--- config.mk ---
export PLATFORM = sky130hd
export DESIGN_NAME = adts_top
export DESIGN_NICKNAME = d
export VERILOG_FILES = /design/src/logic/adts_pkg.sv /design/src/logic/adts_conv_if.sv /design/src/logic/adts_core_seq.sv /design/src/logic/adts_top.sv /design/src/logic/adts_trig_sense.sv
export SDC_FILE = /design/constraint.sdc
export NUM_CORES = 1
export LEC_CHECK = 0
export BUFFER_PORTS_ARGS = -buffer_cell sky130_fd_sc_hd__buf_4
export CAP_MARGIN = 10
export CORE_MARGIN = 4
export CORE_UTILIZATION = 48
export CTS_BUF_LIST = sky130_fd_sc_hd__clkbuf_16
export DETAILED_ROUTE_END_ITERATION = 7
export PLACE_DENSITY = 0.82
export SETUP_SLACK_MARGIN = 0.4
export SYNTH_ARGS = -nofsm -noshare
export SYNTH_HDL_FRONTEND = slang
export SYNTH_SLANG_ARGS = --single-unit
--- constraint.sdc ---
create_clock -name pclk -period 2.4 [get_ports pclk]
set_input_delay 0.24 -clock pclk [delete_from_list [all_inputs] [get_ports pclk]]
set_output_delay 0.24 -clock pclk [all_outputs]
set_load 0.05 [all_outputs]
--- src/logic/adts_pkg.sv ---
// shared constants for the trigger-sense and core-timing block
// assumes a 32-bit apb slave on pclk, one converter core sequencer
package adts_pkg;

  localparam int unsigned NCH       = 22;
  localparam int unsigned CHW       = 5;
  localparam int unsigned NLOW      = 16;
  localparam int unsigned NHIGH     = 6;

  // register byte offsets
  localparam logic [11:0] OFS_CORE_CTL   = 12'h000;
  localparam logic [11:0] OFS_SENSE_LOW  = 12'h004;
  localparam logic [11:0] OFS_SENSE_HIGH = 12'h008;
  localparam logic [11:0] OFS_ESTAT_LOW  = 12'h00c;
  localparam logic [11:0] OFS_ESTAT_HIGH = 12'h010;
  localparam logic [11:0] OFS_EVT_STAT   = 12'h014;
  localparam logic [11:0] OFS_EVT_MASK   = 12'h018;

  // core control high fields
  localparam int unsigned LEAD_LSB  = 10;
  localparam int unsigned LEAD_W    = 3;
  localparam int unsigned RES_LSB   = 8;
  localparam int unsigned RES_W     = 2;
  localparam int unsigned DIV_LSB   = 0;
  localparam int unsigned DIV_W     = 7;
  localparam logic [2:0]  LEAD_RST  = 3'h0;
  localparam logic [1:0]  RES_RST   = 2'h3;
  localparam logic [6:0]  DIV_RST   = 7'h00;
  localparam logic [2:0]  LEAD_MAX  = 3'h4;

  localparam logic [15:0] SENSE_LOW_RST  = 16'h0000;
  localparam logic [5:0]  SENSE_HIGH_RST = 6'h00;

  // event status / mask bits
  localparam int unsigned EVT_W     = 3;
  localparam int unsigned EVT_EARLY = 0;
  localparam int unsigned EVT_DONE  = 1;
  localparam int unsigned EVT_OVR   = 2;
  localparam logic [2:0]  EVT_RST   = 3'h0;

  // conversion length in core clocks per resolution code (6/8/10/12 bit)
  localparam logic [4:0]  CONV_LEN_6  = 5'h08;
  localparam logic [4:0]  CONV_LEN_8  = 5'h0a;
  localparam logic [4:0]  CONV_LEN_10 = 5'h0c;
  localparam logic [4:0]  CONV_LEN_12 = 5'h0e;

endpackage : adts_pkg

--- src/logic/adts_conv_if.sv ---
// trigger requests, grants and conversion events between the sub-blocks
// assumes all members run on pclk
`timescale 1ns/10ps
`default_nettype none
interface adts_conv_if;
  logic [21:0] level_sel;   // 1 = level-sensitive
  logic [21:0] req;         // pending conversion requests
  logic [21:0] grant;       // one-hot, one cycle
  logic        ovr;         // edge lost while one still pending
  logic        early;       // early interrupt pulse
  logic        done;        // data ready pulse
  logic [4:0]  chan;        // channel in conversion
  logic        busy;

  modport trig (input level_sel, grant, output req, ovr);
  modport seq  (input req, output grant, early, done, chan, busy);
  modport top  (output level_sel, input req, grant, ovr, early, done,
                chan, busy);
endinterface : adts_conv_if
`default_nettype wire

--- src/logic/adts_core_seq.sv ---
// core clock divider and conversion sequencer with early interrupt
// assumes requests come from adts_trig_sense on the same clock
`timescale 1ns/10ps
`default_nettype none
module adts_core_seq (
  input  wire logic       pclk,
  input  wire logic       presetn,
  input  wire logic [2:0] lead,
  input  wire logic [1:0] res,
  input  wire logic [6:0] div,
  adts_conv_if.seq        cif
);

  typedef enum logic {ADTS_IDLE, ADTS_CONV} adts_state_e;

  adts_state_e state_reg, state_next;
  logic [7:0]  dcnt_reg, dcnt_next, period;
  logic        tick;
  logic [4:0]  rem_reg, rem_next, len, lead_ck;
  logic [4:0]  chan_reg, chan_next;
  logic [21:0] grant_reg, grant_next;
  logic        early_reg, early_next, done_reg, done_next;

  // one core clock = 2*div source clocks, zero treated as one
  assign period = {(div == 7'h00) ? 7'h01 : div, 1'b0};
  assign tick   = (dcnt_reg == period - 8'h01);

  // invalid lead codes above four saturate
  assign lead_ck = 5'(((lead > adts_pkg::LEAD_MAX) ? adts_pkg::LEAD_MAX
                                                   : lead)) + 5'h02;

  always_comb begin
    unique case (res)
      2'h0: len = adts_pkg::CONV_LEN_6;
      2'h1: len = adts_pkg::CONV_LEN_8;
      2'h2: len = adts_pkg::CONV_LEN_10;
      2'h3: len = adts_pkg::CONV_LEN_12;
    endcase
  end

  always_comb begin
    dcnt_next  = tick ? 8'h00 : dcnt_reg + 8'h01;
    state_next = state_reg;
    rem_next   = rem_reg;
    chan_next  = chan_reg;
    grant_next = '0;
    early_next = 1'b0;
    done_next  = 1'b0;
    unique case (state_reg)
      ADTS_IDLE: begin
        // lowest channel wins; a grant is never issued twice in a row
        if (|cif.req && grant_reg == '0) begin
          for (int i = 21; i >= 0; i--) begin
            if (cif.req[i]) begin
              chan_next = 5'(i);
            end
          end
          grant_next[chan_next] = 1'b1;
          rem_next   = len;
          state_next = ADTS_CONV;
        end
      end
      ADTS_CONV: begin
        if (tick) begin
          rem_next = rem_reg - 5'h01;
          if (rem_reg == lead_ck)
            early_next = 1'b1;                          // RQ7
          if (rem_reg == 5'h01) begin
            done_next  = 1'b1;
            state_next = ADTS_IDLE;
          end
        end
      end
    endcase
  end

  always_ff @(posedge pclk or negedge presetn) begin
    if (!presetn) begin
      state_reg <= ADTS_IDLE;
      dcnt_reg  <= 8'h00;
      rem_reg   <= 5'h00;
      chan_reg  <= 5'h00;
      grant_reg <= '0;
      early_reg <= 1'b0;
      done_reg  <= 1'b0;
    end else begin
      state_reg <= state_next;
      dcnt_reg  <= dcnt_next;
      rem_reg   <= rem_next;
      chan_reg  <= chan_next;
      grant_reg <= grant_next;
      early_reg <= early_next;
      done_reg  <= done_next;
    end
  end

  assign cif.grant = grant_reg;
  assign cif.early = early_reg;
  assign cif.done  = done_reg;
  assign cif.chan  = chan_reg;
  assign cif.busy  = (state_reg == ADTS_CONV);

  // early pulse fires exactly lead+1 core ticks before done
  logic [4:0] ticks_since_early;
  always_ff @(posedge pclk or negedge presetn) begin
    if (!presetn)
      ticks_since_early <= 5'h00;
    else if (early_reg)
      ticks_since_early <= 5'h00;
    else if (tick)
      ticks_since_early <= ticks_since_early + 5'h01;
  end

  // counter clears one cycle after the early tick, then sees lead+1 ticks
  a_early_lead: assert property (@(posedge pclk) disable iff (!presetn) // RQ7
    done_reg && $stable(lead) && $stable(div) |->
      ticks_since_early == lead_ck - 5'h01)
    else $error("early interrupt lead time wrong");

  a_one_grant: assert property (@(posedge pclk) disable iff (!presetn)
    $onehot0(grant_reg))
    else $error("more than one grant");

endmodule : adts_core_seq
`default_nettype wire

--- src/logic/adts_top.sv ---
// trigger-sense select, core timing control and early interrupt status
// assumes an apb master on pclk and async trigger pins
//
// Operation
// RQ1 - channels 0..15 level select live in low sense register, bit = channel
// RQ2 - channels 16..21 level select in high sense register bits 5..0
// RQ3 - a set select bit makes that channel's trigger level-sensitive
// RQ4 - a clear bit means edge-sensitive; all bits clear after reset
// RQ5 - high sense bits 15..6 read zero and ignore writes
// RQ6 - software avoids lead-time codes invalid at the lowest resolution
// RQ7 - early interrupt comes lead+1 core clocks before data ready
// RQ8 - early status stays clear until generated; result read re-arms it
`timescale 1ns/10ps
`default_nettype none
module adts_top (
  input  wire logic        pclk,
  input  wire logic        presetn,
  input  wire logic        psel,
  input  wire logic        penable,
  input  wire logic        pwrite,
  input  wire logic [11:0] paddr,
  input  wire logic [31:0] pwdata,
  output logic      [31:0] prdata,
  output logic             pready,
  output logic             pslverr,
  input  wire logic [21:0] trig_in,
  input  wire logic [21:0] result_read,
  output logic             irq,
  output logic             early_irq,
  output logic             data_ready,
  output logic      [4:0]  data_chan
);

  adts_conv_if cif ();

  ////////////////////////////////////////////////////////////////////////
  // registers

  logic [2:0]  lead_reg, lead_next;
  logic [1:0]  res_reg, res_next;
  logic [6:0]  div_reg, div_next;
  logic [15:0] sense_lo_reg, sense_lo_next;
  logic [5:0]  sense_hi_reg, sense_hi_next;
  logic [21:0] estat_reg, estat_next;
  logic [2:0]  evt_reg, evt_next, mask_reg, mask_next;
  logic [31:0] prdata_reg, prdata_next;
  logic        pready_reg, pready_next;
  logic        pslverr_reg, pslverr_next;
  logic        irq_reg, irq_next;
  logic        early_out_reg, done_out_reg;
  logic [4:0]  chan_out_reg;
  logic        wr_en, acc, mapped;
  logic [21:0] early_set;
  logic [2:0]  evt_set;

  assign cif.level_sel = {sense_hi_reg, sense_lo_reg};  // RQ1

  ////////////////////////////////////////////////////////////////////////
  // sub-blocks

  adts_trig_sense u_trig (
    .pclk    (pclk),
    .presetn (presetn),
    .trig_in (trig_in),
    .cif     (cif.trig)
  );

  adts_core_seq u_seq (
    .pclk    (pclk),
    .presetn (presetn),
    .lead    (lead_reg),
    .res     (res_reg),
    .div     (div_reg),
    .cif     (cif.seq)
  );

  ////////////////////////////////////////////////////////////////////////
  // apb: one wait state so pready and prdata both come from flops

  assign acc    = psel && penable;
  assign wr_en  = acc && pready_reg && pwrite;
  assign mapped = (paddr == adts_pkg::OFS_CORE_CTL)   ||
                  (paddr == adts_pkg::OFS_SENSE_LOW)  ||
                  (paddr == adts_pkg::OFS_SENSE_HIGH) ||
                  (paddr == adts_pkg::OFS_ESTAT_LOW)  ||
                  (paddr == adts_pkg::OFS_ESTAT_HIGH) ||
                  (paddr == adts_pkg::OFS_EVT_STAT)   ||
                  (paddr == adts_pkg::OFS_EVT_MASK);

  // read mux; unimplemented bits are plain zero fill
  always_comb begin
    pready_next  = acc && !pready_reg;
    pslverr_next = acc && !pready_reg && !mapped;
    prdata_next  = 32'h0000_0000;
    if (acc && !pready_reg && !pwrite) begin
      unique case (paddr)
        adts_pkg::OFS_CORE_CTL:
          prdata_next = {19'h0, lead_reg, res_reg, 1'b0, div_reg};
        adts_pkg::OFS_SENSE_LOW:
          prdata_next = {16'h0, sense_lo_reg};             // RQ1
        adts_pkg::OFS_SENSE_HIGH:
          prdata_next = {26'h0, sense_hi_reg};             // RQ5
        adts_pkg::OFS_ESTAT_LOW:
          prdata_next = {16'h0, estat_reg[15:0]};
        adts_pkg::OFS_ESTAT_HIGH:
          prdata_next = {26'h0, estat_reg[21:16]};
        adts_pkg::OFS_EVT_STAT:
          prdata_next = {29'h0, evt_reg};
        adts_pkg::OFS_EVT_MASK:
          prdata_next = {29'h0, mask_reg};
        default:
          prdata_next = 32'h0000_0000;
      endcase
    end
  end

  ////////////////////////////////////////////////////////////////////////
  // configuration writes

  always_comb begin
    lead_next     = lead_reg;
    res_next      = res_reg;
    div_next      = div_reg;
    sense_lo_next = sense_lo_reg;
    sense_hi_next = sense_hi_reg;
    mask_next     = mask_reg;
    if (wr_en) begin
      unique case (paddr)
        adts_pkg::OFS_CORE_CTL: begin
          // lead codes are stored as written; invalid ones saturate later
          lead_next = pwdata[adts_pkg::LEAD_LSB +: adts_pkg::LEAD_W];
          res_next  = pwdata[adts_pkg::RES_LSB +: adts_pkg::RES_W];
          div_next  = pwdata[adts_pkg::DIV_LSB +: adts_pkg::DIV_W];
        end
        adts_pkg::OFS_SENSE_LOW:
          sense_lo_next = pwdata[15:0];                    // RQ1
        adts_pkg::OFS_SENSE_HIGH:
          sense_hi_next = pwdata[5:0];                     // RQ2
        adts_pkg::OFS_EVT_MASK:
          mask_next = pwdata[2:0];
        default: begin
        end
      endcase
    end
  end

  ////////////////////////////////////////////////////////////////////////
  // early status and sticky events, set wins over clear

  always_comb begin
    early_set = '0;
    if (cif.early)
      early_set[cif.chan] = 1'b1;
    // a buffer read re-arms; a same-cycle early event still lands
    estat_next = (estat_reg & ~result_read) | early_set;   // RQ8
    evt_set = '0;
    evt_set[adts_pkg::EVT_EARLY] = cif.early;
    evt_set[adts_pkg::EVT_DONE]  = cif.done;
    evt_set[adts_pkg::EVT_OVR]   = cif.ovr;
    evt_next = evt_reg;
    if (wr_en && paddr == adts_pkg::OFS_EVT_STAT)
      evt_next = evt_reg & ~pwdata[2:0];
    evt_next = evt_next | evt_set;
    irq_next = |(evt_next & mask_next);
  end

  always_ff @(posedge pclk or negedge presetn) begin
    if (!presetn) begin
      lead_reg      <= adts_pkg::LEAD_RST;
      res_reg       <= adts_pkg::RES_RST;
      div_reg       <= adts_pkg::DIV_RST;
      sense_lo_reg  <= adts_pkg::SENSE_LOW_RST;            // RQ4
      sense_hi_reg  <= adts_pkg::SENSE_HIGH_RST;           // RQ4
      estat_reg     <= '0;
      evt_reg       <= adts_pkg::EVT_RST;
      mask_reg      <= adts_pkg::EVT_RST;
      prdata_reg    <= 32'h0000_0000;
      pready_reg    <= 1'b0;
      pslverr_reg   <= 1'b0;
      irq_reg       <= 1'b0;
      early_out_reg <= 1'b0;
      done_out_reg  <= 1'b0;
      chan_out_reg  <= 5'h00;
    end else begin
      lead_reg      <= lead_next;
      res_reg       <= res_next;
      div_reg       <= div_next;
      sense_lo_reg  <= sense_lo_next;
      sense_hi_reg  <= sense_hi_next;
      estat_reg     <= estat_next;
      evt_reg       <= evt_next;
      mask_reg      <= mask_next;
      prdata_reg    <= prdata_next;
      pready_reg    <= pready_next;
      pslverr_reg   <= pslverr_next;
      irq_reg       <= irq_next;
      early_out_reg <= cif.early;
      done_out_reg  <= cif.done;
      chan_out_reg  <= cif.chan;
    end
  end

  assign prdata     = prdata_reg;
  assign pready     = pready_reg;
  assign pslverr    = pslverr_reg;
  assign irq        = irq_reg;
  assign early_irq  = early_out_reg;
  assign data_ready = done_out_reg;
  assign data_chan  = chan_out_reg;

  ////////////////////////////////////////////////////////////////////////
  // checks

  a_low_write: assert property (@(posedge pclk) disable iff (!presetn) // RQ1
    wr_en && paddr == adts_pkg::OFS_SENSE_LOW |=>
      cif.level_sel[15:0] == $past(pwdata[15:0]))
    else $error("low sense write not applied");

  a_high_write: assert property (@(posedge pclk) disable iff (!presetn) // RQ2
    wr_en && paddr == adts_pkg::OFS_SENSE_HIGH |=>
      cif.level_sel[21:16] == $past(pwdata[5:0]))
    else $error("high sense write not applied");

  a_high_zero: assert property (@(posedge pclk) disable iff (!presetn) // RQ5
    pready && $past(acc && !pwrite && paddr == adts_pkg::OFS_SENSE_HIGH)
      |-> prdata[31:6] == 26'h0)
    else $error("high sense upper bits not zero");

  a_sense_hold: assert property (@(posedge pclk) disable iff (!presetn) // RQ4
    !(wr_en && (paddr == adts_pkg::OFS_SENSE_LOW ||
                paddr == adts_pkg::OFS_SENSE_HIGH))
      |=> $stable(cif.level_sel))
    else $error("sense bits changed without a write");

  a_estat_set: assert property (@(posedge pclk) disable iff (!presetn) // RQ8
    cif.early |=> estat_reg[$past(cif.chan)])
    else $error("early status not set");

  a_estat_rise: assert property (@(posedge pclk) disable iff (!presetn) // RQ8
    !cif.early |=> (estat_reg & ~$past(estat_reg)) == 22'h0)
    else $error("early status set without event");

  // channel 3 is the one whose result buffer the edge scenario reads
  a_estat_rearm: assert property (@(posedge pclk) disable iff (!presetn) // RQ8
    result_read[3] && !(cif.early && cif.chan == 5'h03)
      |=> !estat_reg[3])
    else $error("result read did not re-arm status");

  a_irq_level: assert property (@(posedge pclk) disable iff (!presetn)
    ##1 irq == |($past(evt_next) & $past(mask_next)))
    else $error("irq does not follow masked status");

  a_apb_ready: assert property (@(posedge pclk) disable iff (!presetn)
    acc && !pready |=> pready)
    else $error("apb access not answered");

endmodule : adts_top
`default_nettype wire

--- src/logic/adts_trig_sense.sv ---
// per-channel trigger synchroniser and edge/level request logic
// assumes trigger pins are asynchronous to pclk
`timescale 1ns/10ps
`default_nettype none
module adts_trig_sense (
  input  wire logic        pclk,
  input  wire logic        presetn,
  input  wire logic [21:0] trig_in,
  adts_conv_if.trig        cif
);

  logic [21:0] s1_reg, s2_reg, s3_reg, pend_reg, pend_next;
  logic [21:0] rise;
  logic        ovr_reg, ovr_next;

  // two-stage sync, third stage only feeds the edge detector
  always_ff @(posedge pclk or negedge presetn) begin
    if (!presetn) begin
      s1_reg <= '0;
      s2_reg <= '0;
      s3_reg <= '0;
    end else begin
      s1_reg <= trig_in;
      s2_reg <= s1_reg;
      s3_reg <= s2_reg;
    end
  end

  assign rise = s2_reg & ~s3_reg;

  genvar g;
  generate
    for (g = 0; g < 22; g++) begin : g_ch
      // edge: latch until granted, a new edge beats the grant
      always_comb begin
        pend_next[g] = pend_reg[g];
        if (cif.grant[g] || cif.level_sel[g])
          pend_next[g] = 1'b0;
        if (rise[g] && !cif.level_sel[g])
          pend_next[g] = 1'b1;                              // RQ4
      end
      // level: request stands while the synced input is high
      assign cif.req[g] = cif.level_sel[g] ? s2_reg[g]     // RQ3
                                           : pend_reg[g];   // RQ4
    end
  endgenerate

  // overrun: an edge arriving while the previous one is still waiting
  always_comb begin
    ovr_next = |(rise & pend_reg & ~cif.grant & ~cif.level_sel);
  end

  always_ff @(posedge pclk or negedge presetn) begin
    if (!presetn) begin
      pend_reg <= '0;
      ovr_reg  <= 1'b0;
    end else begin
      pend_reg <= pend_next;
      ovr_reg  <= ovr_next;
    end
  end

  assign cif.ovr = ovr_reg;

  a_edge_pend: assert property (@(posedge pclk) disable iff (!presetn) // RQ4
    rise[0] && !cif.level_sel[0] |=> pend_reg[0])
    else $error("edge on channel 0 not latched");

  // channel 17 is the one the level scenario exercises
  a_level_req: assert property (@(posedge pclk) disable iff (!presetn) // RQ3
    cif.level_sel[17] |-> cif.req[17] == s2_reg[17])
    else $error("level request does not follow input");

endmodule : adts_trig_sense
`default_nettype wire

# [After elaboration in Yosys (flattened, before gate mapping)]
# Cells that the tools add are included.
[totals] out_inout_bits=42 reg_bits=236 inputBits=93
[op_classes] addsub=4 n_eq_ne=14 order_cmp=5 bitwise=15 mux=119 n_reduce_logical=119
[ops] op="5-bit 2-to-1 mux" count=26
[ops] op="16-bit case mux with 7 select lines" count=1
[ops] op="22-bit AND" count=5
[ops] op="22-bit NOT" count=4
[ops] op="1-bit 2-to-1 mux" count=77
[ops] op="22-bit 2-to-1 mux" count=3
[ops] op="2-bit nonzero test" count=22
[ops] op="22-bit OR reduction" count=2
[ops] op="12-bit by 5-bit == test with 1-bit output (second input constant)" count=3
[ops] op="1-bit logical AND" count=32
[ops] op="32-bit 2-to-1 mux" count=1
[ops] op="1-bit logical OR" count=28
[ops] op="1-bit logical NOT" count=25
[ops] op="12-bit by 4-bit == test with 1-bit output (second input constant)" count=2
[ops] op="22-bit logical NOT" count=1
[ops] op="22-bit OR" count=1
[ops] op="5-bit case mux with 4 select lines" count=1
[ops] op="12-bit by 3-bit == test with 1-bit output (second input constant)" count=1
[ops] op="12-bit logical NOT" count=1
[ops] op="5-bit by 6-bit less-than comparator with 1-bit output (second input constant)" count=2
[ops] op="3-bit 2-to-1 mux" count=4
[ops] op="1-bit demux with 5-bit select" count=2
[ops] op="5-bit by 1-bit greater-or-equal comparator with 1-bit output (second input constant)" count=2
[ops] op="5-bit case mux with 2 select lines" count=1
[ops] op="23 further kinds" count=29

# [Logic depth before layout (Yosys ltp)]
[logic_depth] depth_word=31 mapped_depth=12 depth_no_buf=10

# [Hierarchy]
# From an unflattened synthesis, not the netlist that was laid out.
[hier_totals] hier_cells=784 area_unflattened_um2=9399.0
[by_module_without_submodules] mod="adts_top" cells_per_inst=330 n_inst=1 seq_area_each_um2=2204.6 area_per_inst_um2=3911.3
[by_module_without_submodules] mod="adts_trig_sense" cells_per_inst=213 n_inst=1 seq_area_each_um2=2227.1 area_per_inst_um2=3163.0
[by_module_without_submodules] mod="adts_core_seq" cells_per_inst=241 n_inst=1 seq_area_each_um2=1076.0 area_per_inst_um2=2324.7

# [Least setup slack after synthesis]
# Ideal clock, no wire load.
[synth_path] path_kind="reg-to-reg" start="reg div_reg[2]" end="reg u_seq.early_reg, in the netlist u_seq.cif.early" arrival_time_ns=2.529 path_buffers=2 setup_time_ns=0.095 path_slack_ns=-0.223 stages_incl_launch_ff=12 period_less_slack_ns=2.623 cell_sequence="dfrtp_1 buf_6 nor3_1 a21oi_1 ha_1 xnor2_1 a311o_1 a211o_1 a2111oi_2 buf_4 nand2_4 nor4_4"
[synth_between] elab_chain_cells=6
[synth_lines] element="start, declared" line="adts_top.sv:41" source="logic [6:0] div_reg, div_next;"
[synth_lines] element="start signal, assigned" line="adts_top.sv:171" source="div_reg <= adts_pkg::DIV_RST;"
[synth_lines] element="start signal, assigned" line="adts_top.sv:187" source="div_reg <= div_next;"
[synth_lines] element="7-bit logical NOT" line="adts_core_seq.sv:25" source="assign period = {(div == 7'h00) ? 7'h01 : div, 1'b0};"
[synth_lines] element="7-bit 2-to-1 mux (*)" line="adts_core_seq.sv:25"
[synth_lines] element="8-bit by 1-bit subtractor with 8-bit output (*)" line="adts_core_seq.sv:26" source="assign tick = (dcnt_reg == period - 8'h01);"
[synth_lines] element="8-bit == test (*)" line="adts_core_seq.sv:26"
[synth_lines] element="1-bit 2-to-1 mux (*)" line="adts_core_seq.sv:64" source="if (tick) begin"
[synth_lines] element="1-bit 2-to-1 mux (*)" line="adts_core_seq.sv:49" source="unique case (state_reg)"
[synth_lines] element="via u_seq.early_next" line="adts_core_seq.sv:22" source="logic early_reg, early_next, done_reg, done_next;"
[synth_lines] element="end signal, assigned" line="adts_core_seq.sv:92" source="early_reg <= early_next;"
[synth_lines] element="end, declared" line="adts_core_seq.sv:22"
# The timed path passes the listed nets; every way through them passes the cells marked *.
# A chain may end at the register's enable or synchronous reset.

# [Worst setup path after layout]
[layout_path] start="reg div_reg[1]" end="reg u_seq.early_reg, in the netlist u_seq.cif.early"
# Same word-level chain as after synthesis.

==> results.sh <==
export IMPL_fin_ws_ns=-0.173
export IMPL_grt_pass1_wl_um=39900
export IMPL_async_flop_share_pct=100
export IMPL_worstPathMaxFanout=6
export IMPL_r2r_cells=10
export IMPL_whs_path_depth=2
export IMPL_worst_pin_slew_ns=0.621
export IMPL_clk_latency_ns=0.52
export IMPL_cap_violations=0
export IMPL_finalCritPeriodShare_pct=107
export IMPL_nNetsFinal=1107
export IMPL_fmax_mhz=389
export IMPL_crit_cells=10
export IMPL_gr_total_overflow=0
export IMPL_cp_cell_sequence="nor3_4 > a21oi_2 > ha_1 > xnor2_1 > a311o_1 > a211o_1 > a2111oi_2 > buf_4 > nand2_4 > nor4_4"
export IMPL_power_w=0.00903
export IMPL_post_dp_hpwl_um=17000
export IMPL_track_usage_pct=23.3
export IMPL_die_h_um=147
export IMPL_core_area_mm2=0.0188
export IMPL_cp_arrival_ns=3.00
export IMPL_synth_top_area_share_pct=59.2
export IMPL_ys_types=72
export IMPL_first_iter_violations=677
export IMPL_synth_seq_cells=220
export IMPL_rows=50
export IMPL_layout_drive_gt1_share_pct=33.4
export IMPL_io_pins=135
export IMPL_vdd_ir_drop_max_v=0.000514
export IMPL_end_kind="flip-flop"
export IMPL_viasPerCell=5.75
export IMPL_crit_reg2reg_launch="div_reg[1]"
export IMPL_status="complete, but fails checks"
export IMPL_syn_area_mm2=0.00921
export IMPL_ff2ff_setup_slack_ns=-0.17
export IMPL_start_kind="flip-flop"
export IMPL_grt_max_degree=84
export IMPL_cts_clk_slew_worst_paths_ns=0.06
export IMPL_clock_sinks=220
export IMPL_antenna_found_initial=0
export IMPL_worst_path_buf_inv=1
export IMPL_p_leak_nw=5.75
export IMPL_synth_most_common_cell="dfrtp_1"
export IMPL_slew_headroom_pct=58.5
export IMPL_r2r_end="u_seq.cif.early"
export IMPL_use_met3_pct=3.41
export IMPL_violations="negative setup slack"
export IMPL_cts_max_level=1
export IMPL_clock_path_buffers=3
export IMPL_synth_warnings=0
export IMPL_wl_per_cell_um=20.9
export IMPL_yosys_area_top_type="dfrtp_1"
export IMPL_min_period_ns=2.57
export IMPL_diodes=0
export IMPL_seq_area_frac_synth_pct=59.8
export IMPL_cp_slowest_stage_delay_ns=0.41
export IMPL_grt_use_met1_pct=30.3
export IMPL_ys_top_cells_by_area="dfrtp_1 59%, mux2_2 5.5%, mux2i_1 3.9%"
export IMPL_synth_edff_count=0
export IMPL_critPathKind="flip-flop to flip-flop"
export IMPL_io_buffers=102
export IMPL_cp_startpoint="div_reg[1]"
export IMPL_final_cells=1259
export IMPL_crit_family="compound AO/OA/AOI/OAI gates"
export IMPL_syn_area_per_cell_um2=12.1
export IMPL_drt_wl_total_um=26300
export IMPL_rsz0062_at_grt="true"
export IMPL_drt_first_pass_iters=5
export IMPL_slew_viol_final=0
export IMPL_synth_top_cells_by_count="218 x dfrtp_1, 52 x nor2_1, 50 x nand2b_1, 45 x mux2_2, 36 x mux2i_1"
export IMPL_hold_violations=0
export IMPL_fp_dieW_um=147
export IMPL_drc=0
export IMPL_endpoint="u_seq.cif.early"
export IMPL_grt_busiest_layer="met2"
export IMPL_synthCells=759
export IMPL_grt_use_met2_pct=39.2
export IMPL_dp_slack_ns=-0.235
export IMPL_cts_buffers_inserted=24
export IMPL_dieArea_mm2=0.0215
export IMPL_clock_skew_ns=0.0236
export IMPL_cts_tree="done"
export IMPL_cp_slowest_cell="dfrtp_1"
export IMPL_power_density_mw_per_mm2=719
export IMPL_hold_class="input pin to flip-flop"
export IMPL_area_growth_pct=36.2
export IMPL_drt_antenna_violating_nets=0
export IMPL_start_util_pct=49.1
export IMPL_setup_viol=15
export IMPL_grt_pass1_vias=7289
export IMPL_critPathRequiredTime_ns=2.83
export IMPL_cts_root_buf="clkbuf_16"
export IMPL_place_inst=1142
export IMPL_place_congestion=0.888
export IMPL_ys_flop_type="dfrtp_1"
export IMPL_num_vias=7241
## stage by stage
step	cell area (µm²)	setup TNS (ns)	utilization [%]	hold WS [ns]
after floorplan	9320	-0.550	-	-0.0556
after global routing	12600	-3.37	66.9	0.0111
after detailed placement	10700	-2.20	57.0	0.282
final	12600	-1.49	66.9	0.0158
after CTS	12300	-1.43	65.4	0.00355
after global placement	10700	-1.09	57.0	0.281
## how the worst min path moves through the flow
stage,from,to,slack [ns]
final,pwdata[5],sense_hi_reg[5],0.02
after global routing,pwdata[5],div_reg[5],0.01
after CTS,pwdata[5],div_reg[5],0.004
after detailed placement,presetn,data_ready,0.28
after global placement,presetn,data_ready,0.28
after floorplan,presetn,data_chan[0],-0.06
## routing by layer
layer  wire [µm]  up-vias
met1       10400     3555
li1            -     3175
met3        1770      104
met2       12800      407
met4        1400        0
met5           0        -
## timing repair
item / in CTS / in global routing
setup buffers: 8 / 10
hold buffers: 57 / 0
hold endpoints to repair: 142 / 0
setup endpoints to repair: 42 / 42
resized for setup: 35 / 42
pin swaps: 22 / 14
## kinds of logic (layout without fill, tap and decap cells)
logic type               after synthesis  in the layout  share of synthesized area, %
AO/OA/AOI/OAI                        106            106                          7.62
XOR/XNOR                              18             18                          1.71
flip-flops                           220            220                          59.8
AND/OR/NAND/NOR                      255            255                          15.8
multiplexers                          89             89                          10.9
buffers and inverters                 65            316                          3.48
adder cells (fa/ha/maj)                5              5                         0.679
other                                  1             16                        0.0407
## placed cells by master (no fill, tap or decap), types with 6 or more instances in the layout
cell type and count:
nor2b_1 6, dfrtp_2 7, nor3_4 7, o22ai_1 22, xor2_1 12, mux2_2 44
buf_4 171, mux2i_2 8, buf_6 9, nand2b_1 47, nand4_1 7, nor3_1 21
nor4_1 6, o21ai_0 6, xnor2_1 6, dfrtp_1 211, nor2_1 49, a21oi_1 34
nand3_1 18, nand3b_1 6, conb_1 16, inv_1 37, clkinv_1 7, mux2i_1 24
dlygate4sd3_1 57, nand2_1 33, clkbuf_16 25
## cell type report
class / count / area (µm²)
Clock buffer: 25 / 626
Clock inverter: 17 / 149
Fill cell: 1248 / 6220
Inverter: 32 / 120
Multi-Input combinational cell: 489 / 3800
Sequential cell: 220 / 5520
Tap cell: 234 / 293
Timing Repair Buffer: 242 / 2050
## where the power goes
group	switching (W)	internal (W)	leakage, nW
Clock	0.00144	0.00219	0.397
Combinational	0.000748	0.000598	2.60
Sequential	0.000175	0.00388	2.75
Total	0.00236	0.00667	5.75
No activity file was read; power rests on OpenSTA's default activity.
